File: config.mk
export PLATFORM = sky130hd
export DESIGN_NAME = lpm_loop_map
export DESIGN_NICKNAME = d
export VERILOG_FILES = /design/src/rtl/lpm_pkg.sv /design/src/rtl/lpm_meas_if.sv /design/src/rtl/lpm_loop_map.sv /design/src/rtl/lpm_range_check.sv
export SDC_FILE = /design/constraint.sdc
export NUM_CORES = 1
export LEC_CHECK = 0
export ABC_AREA = 1
export BUFFER_PORTS_ARGS = -buffer_cell sky130_fd_sc_hd__buf_2
export CAP_MARGIN = 20
export CORE_MARGIN = 2
export CORE_UTILIZATION = 47
export CTS_CLUSTER_DIAMETER = 30
export DETAILED_ROUTE_END_ITERATION = 10
export GPL_TIMING_DRIVEN = 0
export PLACE_DENSITY = 0.75
export SYNTH_ARGS = -nofsm -noshare
export SYNTH_HDL_FRONTEND = slang
export SYNTH_SLANG_ARGS = --single-unit
export TNS_END_PERCENT = 1
File: constraint.sdc
create_clock -name mclk -period 3.15 [get_ports mclk]
set_clock_uncertainty 0.05 [all_clocks]
set_input_delay 0.63 -clock mclk [delete_from_list [all_inputs] [get_ports mclk]]
set_output_delay 0.63 -clock mclk [all_outputs]
set_load 0.005 [all_outputs]
File: src/rtl/lpm_pkg.sv
package lpm_pkg;
	localparam int NUM_LOOPS = 4;
	localparam logic [6:0] UNIT_ONE = 7'h01;
	localparam logic [15:0] IO_AREA_BASE = 16'h07d0;
	localparam logic [15:0] IO_WORDS_PER_UNIT = 16'h000a;
	localparam logic [15:0] IO_WINDOW_WORDS = 16'h0014;
	localparam logic [31:0] DM_AREA_BASE = 32'h00004e20;
	localparam logic [31:0] DM_WORDS_PER_UNIT = 32'h00000064;
	localparam logic [31:0] DM_WINDOW_WORDS = 32'h00000064;
	localparam logic [4:0] OFS_PV1 = 5'h03;
	localparam logic [4:0] OFS_PV2 = 5'h04;
	localparam logic [4:0] OFS_ST1 = 5'h08;
	localparam logic [4:0] OFS_ST2 = 5'h09;
	localparam logic [4:0] OFS_PV3 = 5'h0d;
	localparam logic [4:0] OFS_PV4 = 5'h0e;
	localparam logic [4:0] OFS_ST3 = 5'h12;
	localparam logic [4:0] OFS_ST4 = 5'h13;
	localparam int SENSOR_ERR_BIT = 14;
	localparam logic [15:0] PV_FAULT_PATTERN = 16'hcccc;
	localparam logic [15:0] PV_RESET = 16'h0000;
	localparam logic [15:0] WORD_ZERO = 16'h0000;
	localparam logic [3:0] INPUT_K_0_500 = 4'h1;
	localparam logic [15:0] K_0_500_BIN_HI = 16'h1388;
	localparam logic [15:0] K_0_500_BCD_HI = 16'h5000;
	localparam logic [15:0] K_0_500_LO = 16'h0000;
	localparam logic [15:0] RANGE_MARGIN_BIN = 16'h00c8;
	localparam logic [15:0] RANGE_MARGIN_BCD = 16'h0200;
endpackage

File: src/rtl/lpm_meas_if.sv
`timescale 1ns/10ps
`default_nettype none
interface lpm_meas_if;
	logic [15:0] raw;
	logic valid;
	logic bcd;
	logic [3:0] input_type;
	logic [15:0] pv;
	logic err;
	logic update;
	modport src (output raw, output valid, output bcd, output input_type, input pv, input err, input update);
	modport chk (input raw, input valid, input bcd, input input_type, output pv, output err, output update);
endinterface
`default_nettype wire

File: src/rtl/lpm_loop_map.sv
`timescale 1ns/10ps
`default_nettype none
module lpm_loop_map
#(
	parameter int LOOPS = lpm_pkg::NUM_LOOPS
)
(
	// Clock and reset
	input wire logic mclk,
	input wire logic rst,
	// Switches
	input wire logic [6:0] unit_number,
	input wire logic [3:0] input_type,
	input wire logic temp_unit_sw,
	input wire logic data_format_sw,
	// Measurement side
	input wire logic [LOOPS*16-1:0] meas_raw,
	input wire logic [LOOPS-1:0] meas_valid,
	input wire logic [LOOPS-1:0] ctrl_demand,
	input wire logic control_stopped,
	input wire logic init_error,
	input wire logic host_error,
	// Host word window read port
	input wire logic [4:0] rd_offset,
	output logic [15:0] rd_data,
	output logic [15:0] io_base,
	output logic [31:0] dm_base,
	output logic fahrenheit,
	output logic bcd_mode,
	output logic k_low_range,
	// Lamps and outputs
	output logic run_lamp,
	output logic unit_fault_lamp,
	output logic host_fault_lamp,
	output logic [LOOPS-1:0] ctrl_out,
	output logic [LOOPS-1:0] out_lamp
);
	////////////////////////////////////////////////////////////////////////
	function automatic logic [4:0] pv_ofs(input int i);
		case (i)
			0: pv_ofs = lpm_pkg::OFS_PV1;
			1: pv_ofs = lpm_pkg::OFS_PV2;
			2: pv_ofs = lpm_pkg::OFS_PV3;
			default: pv_ofs = lpm_pkg::OFS_PV4;
		endcase
	endfunction
	function automatic logic [4:0] st_ofs(input int i);
		case (i)
			0: st_ofs = lpm_pkg::OFS_ST1;
			1: st_ofs = lpm_pkg::OFS_ST2;
			2: st_ofs = lpm_pkg::OFS_ST3;
			default: st_ofs = lpm_pkg::OFS_ST4;
		endcase
	endfunction

	////////////////////////////////////////////////////////////////////////
	// Per-loop measurement state
	logic [15:0] pv_q [LOOPS];
	logic [15:0] pv_d [LOOPS];
	logic [LOOPS-1:0] err_q;
	logic [LOOPS-1:0] err_d;
	logic [LOOPS-1:0] chk_err;
	logic [LOOPS-1:0] chk_upd;
	logic [15:0] chk_pv [LOOPS];
	// Control outputs and lamps
	logic [LOOPS-1:0] ctrl_q;
	logic [LOOPS-1:0] ctrl_d;
	logic [LOOPS-1:0] out_lamp_q;
	logic [LOOPS-1:0] out_lamp_d;
	logic run_q;
	logic run_d;
	logic ufault_q;
	logic ufault_d;
	logic hfault_q;
	logic hfault_d;
	// Window bases and switch decodes
	logic [15:0] io_base_q;
	logic [15:0] io_base_d;
	logic [31:0] dm_base_q;
	logic [31:0] dm_base_d;
	logic fahr_q;
	logic fahr_d;
	logic bcd_q;
	logic bcd_d;
	logic klow_q;
	logic klow_d;
	// Host read port
	logic [15:0] rd_data_q;
	logic [15:0] rd_data_d;

	for (genvar g = 0; g < LOOPS; g++)
	begin : g_chk
		lpm_meas_if mi ();
		assign mi.raw = meas_raw[g*16 +: 16];
		assign mi.valid = meas_valid[g];
		assign mi.bcd = ~data_format_sw;
		assign mi.input_type = input_type;
		assign chk_pv[g] = mi.pv;
		assign chk_err[g] = mi.err;
		assign chk_upd[g] = mi.update;
		lpm_range_check u_chk (.m(mi));
	end

	////////////////////////////////////////////////////////////////////////
	// Measurement store
	always_comb
	begin
		for (int i = 0; i < LOOPS; i++)
		begin
			pv_d[i] = pv_q[i];
			err_d[i] = err_q[i];
			// A good reading clears the flag, so a recovered sensor needs no host action
			if (chk_upd[i])
			begin
				pv_d[i] = chk_pv[i];
				err_d[i] = chk_err[i];
			end
		end
	end

	always_ff @(posedge mclk)
	begin
		if (rst)
		begin
			for (int i = 0; i < LOOPS; i++)
				pv_q[i] <= lpm_pkg::PV_RESET;
			err_q <= '0;
		end
		else
		begin
			pv_q <= pv_d;
			err_q <= err_d;
		end
	end

	////////////////////////////////////////////////////////////////////////
	// Control outputs and lamps
	always_comb
	begin
		// Gated by the flag being stored now, so a faulty loop never drives its output
		ctrl_d = ctrl_demand & ~err_d & {LOOPS{~control_stopped}};
		out_lamp_d = ctrl_d;
		run_d = ~control_stopped;
		ufault_d = (|err_d) | init_error;
		hfault_d = host_error;
	end

	always_ff @(posedge mclk)
	begin
		if (rst)
		begin
			ctrl_q <= '0;
			out_lamp_q <= '0;
			run_q <= 1'b0;
			ufault_q <= 1'b0;
			hfault_q <= 1'b0;
		end
		else
		begin
			ctrl_q <= ctrl_d;
			out_lamp_q <= out_lamp_d;
			run_q <= run_d;
			ufault_q <= ufault_d;
			hfault_q <= hfault_d;
		end
	end

	////////////////////////////////////////////////////////////////////////
	// Window bases and switch decodes
	always_comb
	begin
		// Tracks the unit switch live; the host sees a change one cycle later
		io_base_d = 16'(lpm_pkg::IO_AREA_BASE + 16'(unit_number) * lpm_pkg::IO_WORDS_PER_UNIT);
		dm_base_d = lpm_pkg::DM_AREA_BASE + 32'(unit_number) * lpm_pkg::DM_WORDS_PER_UNIT;
		fahr_d = temp_unit_sw;
		bcd_d = ~data_format_sw;
		klow_d = (input_type == lpm_pkg::INPUT_K_0_500);
	end

	always_ff @(posedge mclk)
	begin
		if (rst)
		begin
			io_base_q <= lpm_pkg::IO_AREA_BASE;
			dm_base_q <= lpm_pkg::DM_AREA_BASE;
			fahr_q <= 1'b0;
			bcd_q <= 1'b1;
			klow_q <= 1'b0;
		end
		else
		begin
			io_base_q <= io_base_d;
			dm_base_q <= dm_base_d;
			fahr_q <= fahr_d;
			bcd_q <= bcd_d;
			klow_q <= klow_d;
		end
	end

	////////////////////////////////////////////////////////////////////////
	// Host read port
	always_comb
	begin
		// Unmapped words read as zero; a status word carries only its flag bit
		rd_data_d = lpm_pkg::WORD_ZERO;
		for (int i = 0; i < LOOPS; i++)
		begin
			if (rd_offset == pv_ofs(i))
				rd_data_d = pv_q[i];
			else if (rd_offset == st_ofs(i))
				rd_data_d[lpm_pkg::SENSOR_ERR_BIT] = err_q[i];
		end
	end

	always_ff @(posedge mclk)
	begin
		if (rst)
			rd_data_q <= lpm_pkg::WORD_ZERO;
		else
			rd_data_q <= rd_data_d;
	end

	////////////////////////////////////////////////////////////////////////
	// Every output is taken straight from its register
	assign rd_data = rd_data_q;
	assign io_base = io_base_q;
	assign dm_base = dm_base_q;
	assign fahrenheit = fahr_q;
	assign bcd_mode = bcd_q;
	assign k_low_range = klow_q;
	assign run_lamp = run_q;
	assign unit_fault_lamp = ufault_q;
	assign host_fault_lamp = hfault_q;
	assign ctrl_out = ctrl_q;
	assign out_lamp = out_lamp_q;

	////////////////////////////////////////////////////////////////////////
	unit_one_map_a: assert property (@(posedge mclk) disable iff (rst)
		unit_number == lpm_pkg::UNIT_ONE |=> io_base == 16'h07da && dm_base == 32'h00004e84)
		else $error("unit one window wrong");
	pv_read_a: assert property (@(posedge mclk) disable iff (rst)
		rd_offset == lpm_pkg::OFS_PV3 |=> rd_data == $past(pv_q[2]))
		else $error("loop 3 value misplaced");
	pv4_read_a: assert property (@(posedge mclk) disable iff (rst)
		rd_offset == lpm_pkg::OFS_PV4 |=> rd_data == $past(pv_q[3]))
		else $error("loop 4 value misplaced");
	err_read_a: assert property (@(posedge mclk) disable iff (rst)
		rd_offset == lpm_pkg::OFS_ST2 |=> rd_data[lpm_pkg::SENSOR_ERR_BIT] == $past(err_q[1]))
		else $error("loop 2 flag misplaced");
	err4_read_a: assert property (@(posedge mclk) disable iff (rst)
		rd_offset == lpm_pkg::OFS_ST4 |=> rd_data[lpm_pkg::SENSOR_ERR_BIT] == $past(err_q[3]))
		else $error("loop 4 flag misplaced");
	ktype_a: assert property (@(posedge mclk) disable iff (rst)
		input_type == lpm_pkg::INPUT_K_0_500 |=> k_low_range)
		else $error("input type 1 not decoded");
	k_other_a: assert property (@(posedge mclk) disable iff (rst)
		input_type != lpm_pkg::INPUT_K_0_500 |=> !k_low_range)
		else $error("other input type decoded as 1");
	switch_off_a: assert property (@(posedge mclk) disable iff (rst)
		!temp_unit_sw && !data_format_sw |=> !fahrenheit && bcd_mode)
		else $error("switch defaults wrong");
	run_lamp_a: assert property (@(posedge mclk) disable iff (rst)
		control_stopped |=> !run_lamp && ctrl_out == '0)
		else $error("run lamp lit while stopped");
	run_on_a: assert property (@(posedge mclk) disable iff (rst)
		!control_stopped |=> run_lamp)
		else $error("run lamp dark while running");
	unit_fault_a: assert property (@(posedge mclk) disable iff (rst)
		(|err_q) |-> unit_fault_lamp)
		else $error("unit fault lamp missed");
	init_fault_a: assert property (@(posedge mclk) disable iff (rst)
		init_error |=> unit_fault_lamp)
		else $error("init error not shown");
	fault_dark_a: assert property (@(posedge mclk) disable iff (rst)
		!init_error && err_d == '0 |=> !unit_fault_lamp)
		else $error("unit fault lamp lit falsely");
	host_fault_a: assert property (@(posedge mclk) disable iff (rst)
		host_error |=> host_fault_lamp)
		else $error("host fault lamp missed");
	host_dark_a: assert property (@(posedge mclk) disable iff (rst)
		!host_error |=> !host_fault_lamp)
		else $error("host fault lamp lit falsely");
	out_lamp_a: assert property (@(posedge mclk) disable iff (rst)
		out_lamp == ctrl_out)
		else $error("output lamp mismatch");
	sensor_err_a: assert property (@(posedge mclk) disable iff (rst)
		meas_valid[0] && chk_err[0] |=> err_q[0] && pv_q[0] == lpm_pkg::PV_FAULT_PATTERN && !ctrl_out[0])
		else $error("out of range not handled");
	refresh_a: assert property (@(posedge mclk) disable iff (rst)
		meas_valid[1] |=> pv_q[1] == $past(chk_pv[1]))
		else $error("value not refreshed");
	good_reading_a: assert property (@(posedge mclk) disable iff (rst)
		meas_valid[0] && !chk_err[0] |=> !err_q[0] && pv_q[0] == $past(meas_raw[15:0]))
		else $error("good reading not stored");
endmodule
`default_nettype wire

File: src/rtl/lpm_range_check.sv
`timescale 1ns/10ps
`default_nettype none
module lpm_range_check
(
	lpm_meas_if.chk m
);
	logic [15:0] hi_lim;
	logic over;
	always_comb
	begin
		hi_lim = lpm_pkg::K_0_500_BIN_HI;
		if (m.input_type == lpm_pkg::INPUT_K_0_500)
		begin
			// Indication range reaches somewhat past the setting range
			if (m.bcd)
				hi_lim = lpm_pkg::K_0_500_BCD_HI + lpm_pkg::RANGE_MARGIN_BCD;
			else
				hi_lim = lpm_pkg::K_0_500_BIN_HI + lpm_pkg::RANGE_MARGIN_BIN;
		end
		else
			hi_lim = 16'hffff;
		over = m.raw > hi_lim;
		m.err = m.valid & over;
		m.pv = over ? lpm_pkg::PV_FAULT_PATTERN : m.raw;
		m.update = m.valid;
	end
endmodule
`default_nettype wire

==> flow_summary.ini <==
[global_routing]
grt_pass1_vias = 6277
grt_pass1_wl_mm = 31.1
grt.total_usage_pct = 25.2
grt_max_degree = 17
gr-total-overflow = 0
antenna_found_initial = 0

[route]
firstDrtPassIters = 5
drt_iter0_drc = 469
routed_wl_mm = 19.3
vias_per_cell = 5.13
wl_per_cell_um = 14.9
drc_errors = 0
vias = 6645
ant_nets = 0

[timing]
relSlewSlack_pct = 44.7
max_freq_ghz = 0.335
hold_violations = 0
finalCritPeriodShare_pct = 94.7
worstMarginPinSlew_ns = 0.823
setup_violations = 0
holdWs_ns = 0.365
slew_violations = 0
worst_slack_ns = 0.166
fin_crit_ns = 2.98
grt_setup_unrepaired = yes

[cells_and_area]
nets = 1274
antenna_cells = 0
regArea_sq_um = 2340
fin_cells = 1296
syn2layout_area_growth_pct = 26.8
multiInputGateArea_sq_um = 3990
fill_cells = 1299
drive_gt1_share_pct = 24.6

[placed_design]
hpwl_mm = 14.8
dp_slack_ns = -0.831
dpl.cell_count = 1260
gp_congestion = 0.875
port_buffers = 147

[clock_network]
cts_buffers = 17
cts.sinks = 117
cts.htree.levels = 4
clkSlewWorstSetupHoldPaths_ns = 0.05
ctsLongestPathBuffers = 2
root_buffer = clkbuf_16
cts_tree = done
clock_latency_ns = 0.42

[logic_synthesis]
postSynthAreaPerCell_sq_um = 7.55
synth_warnings = 0
ys_ff_latch = 117
syn_area_sq_um = 6840
synthCells = 906
yosys.cell_types.count = 39
yosysSeqAreaShare_pct = 34.2

[floorplanning]
start_util_pct = 47.6
pin_count = 173
die_area_sq_um = 15500
fp.dieW_um = 125
die_h_um = 125
row_count = 44
core_sq_um = 14400

[critical_path]
worst-path-max-fanout = 5
reg2reg_depth = 6
arrival_ns = 3.29
slowest_delay_ns = 0.57
cp-end-kind = register
rrSetupSlack_ns = 2.08
crit_top_cell = nor2_1
cpMaxStageDelayCell = fa_1
start_kind = primary input
cp.required_ns = 3.45
worst-setup-path-type = in -> reg
crit_chain = buf_2 -> ha_4 -> ha_4 -> fa_1 -> ha_4 -> a21oi_1 -> nand2_1 -> xor2_1 -> nor2_1 -> inv_1 -> or2_2 -> nor2_1 -> nor2_1 -> nand2_1 -> nand2_1 -> nor2_1

[min_path]
holdCritPathClass = in -> reg
whs_path_depth = 3

[status]
outcome = completed

[job]
cap_violations = 0

[power]
leakagePower_nw = 4.29
p_total_mw = 4.56
ir_worst_vdd_mv = 0.431
power_density_nw_per_um2 = 526
## critical path: cells and delay by family
kind	cells	cell delay (ns)
and+or+nand+nor	8	0.89
buffers and inverters	2	0.20
xor gates and xnor gates	1	0.18
adders and majority gates	4	1.26
AOI/OAI and AO/OA	1	0.12
## registers in the layout (all words and copies together), names as in the netlist
signal           cells
out_lamp             4
k_low_range          1
dm_base             14
run_lamp             1
err_q                4
fahrenheit           1
pv_q                64
host_fault_lamp      1
io_base              9
unit_fault_lamp      1
bcd_mode             1
rd_data             16
## cell usage in the layout (no fill, tap or decap), drive strengths merged, types with 2 or more instances in the layout
cell,Yosys,layout
nand2,213,213
buf,33,185
dfxtp,117,117
nor2,100,100
inv,86,85
a21oi,83,83
ha,77,77
o21ai,48,48
clkbuf,22,41
nand3,39,39
nand4,28,28
conb,1,23
a41oi,15,15
clkinv,5,12
xor2,10,10
nor3,7,7
a21boi,4,4
bufinv,0,4
clkinvlp,0,3
a21o,3,3
or2,3,3
fa,3,3
o21bai,2,2
a31oi,2,2
## where the power goes
| part | switching [mW] | total [mW] | leakage (nW) | internal [mW] |
|---|---|---|---|---|
| Combinational | 0.506 | 0.863 | 3.02 | 0.356 |
| Clock | 0.705 | 2.04 | 0.303 | 1.34 |
| Sequential | 0.0486 | 1.65 | 0.966 | 1.60 |
## timing repair
action / CTS / global route
resized for setup: 3 / 9
setup endpoints to repair: 73 / 48
hold buffers: 0 / 0
setup buffers: 0 / 3
## per-layer routing
| layer | up-vias | track usage, % | wire [um] |
|---|---|---|---|
| met5 | - | 0 | 0 |
| met4 | 0 | 9.19 | 444 |
| met3 | 35 | 6.57 | 1620 |
| met2 | 256 | 41.6 | 9040 |
| met1 | 3007 | 31.8 | 8150 |
| li1 | 3347 | - | - |
## synth_stat cells (all sizes together)
| library cell | instances | area [sq um] |
|---|---|---|
| ha | 77 | 963 |
| nand4 | 28 | 181 |
| a41oi | 15 | 131 |
| inv | 86 | 328 |
| o21ai | 48 | 240 |
| a21oi | 83 | 505 |
| or2 | 3 | 18.8 |
| nor4 | 1 | 6.26 |
| clkbuf | 22 | 82.6 |
| a21o | 3 | 22.5 |
| conb | 1 | 3.75 |
| clkinv | 5 | 18.8 |
| o2111ai | 1 | 8.76 |
| fa | 3 | 60.1 |
| o21bai | 2 | 15.0 |
| xnor2 | 1 | 8.76 |
| nor2 | 100 | 423 |
| xor2 | 10 | 87.6 |
| buf | 33 | 255 |
| a31oi | 2 | 12.5 |
| nand3 | 39 | 205 |
| and3 | 1 | 6.26 |
| nor3 | 7 | 35.0 |
| o211ai | 1 | 7.51 |
| a21boi | 4 | 30.0 |
| dfxtp | 117 | 2340 |
| nand2 | 213 | 840 |
## cell type report
cell class | count | area share (%)
Buffer | 55 | 3.89
Sequential cell | 117 | 27.0
Timing Repair Buffer | 152 | 9.17
Clock inverter | 13 | 2.09
Tap cell | 184 | 2.65
Multi-Input combinational cell | 665 | 46.0
Clock buffer | 19 | 5.11
Inverter | 91 | 4.04
## path summary, 6_finish.rpt
path | from | to
setup / recovery | unit_number[3] | dm_base[13]
hold / removal | host_error | host_fault_lamp
setup reg to reg | pv_q[62] | rd_data[14]
hold reg to reg | pv_q[5] | pv_q[5]
## cell families after synthesis
| kind of cell | after synthesis | share of synthesized area (%) |
|---|---|---|
| XOR/XNOR | 11 | 1.41 |
| buffers and inverters | 146 | 10.0 |
| adder cells (fa/ha/maj) | 80 | 15.0 |
| flip-flops | 117 | 34.2 |
| AND/OR/NAND/NOR | 392 | 25.1 |
| AO/OA/AOI/OAI | 159 | 14.2 |
| other | 1 | 0.0548 |
## per-stage QoR
stage / setup TNS, ns / utilization [%] / cell area (sq um)
4_1_cts: 0 / 59.6 / 8570
3_3_place_gp: -56.40 / 55.2 / 7930
3_5_place_dp: -50.20 / 55.2 / 7930
5_1_grt: -0.0359 / 60.4 / 8670
6_report: 0 / 60.4 / 8670
2_1_floorplan: 0 / - / 6960
Note: power is estimated with default switching activity, not from simulation.
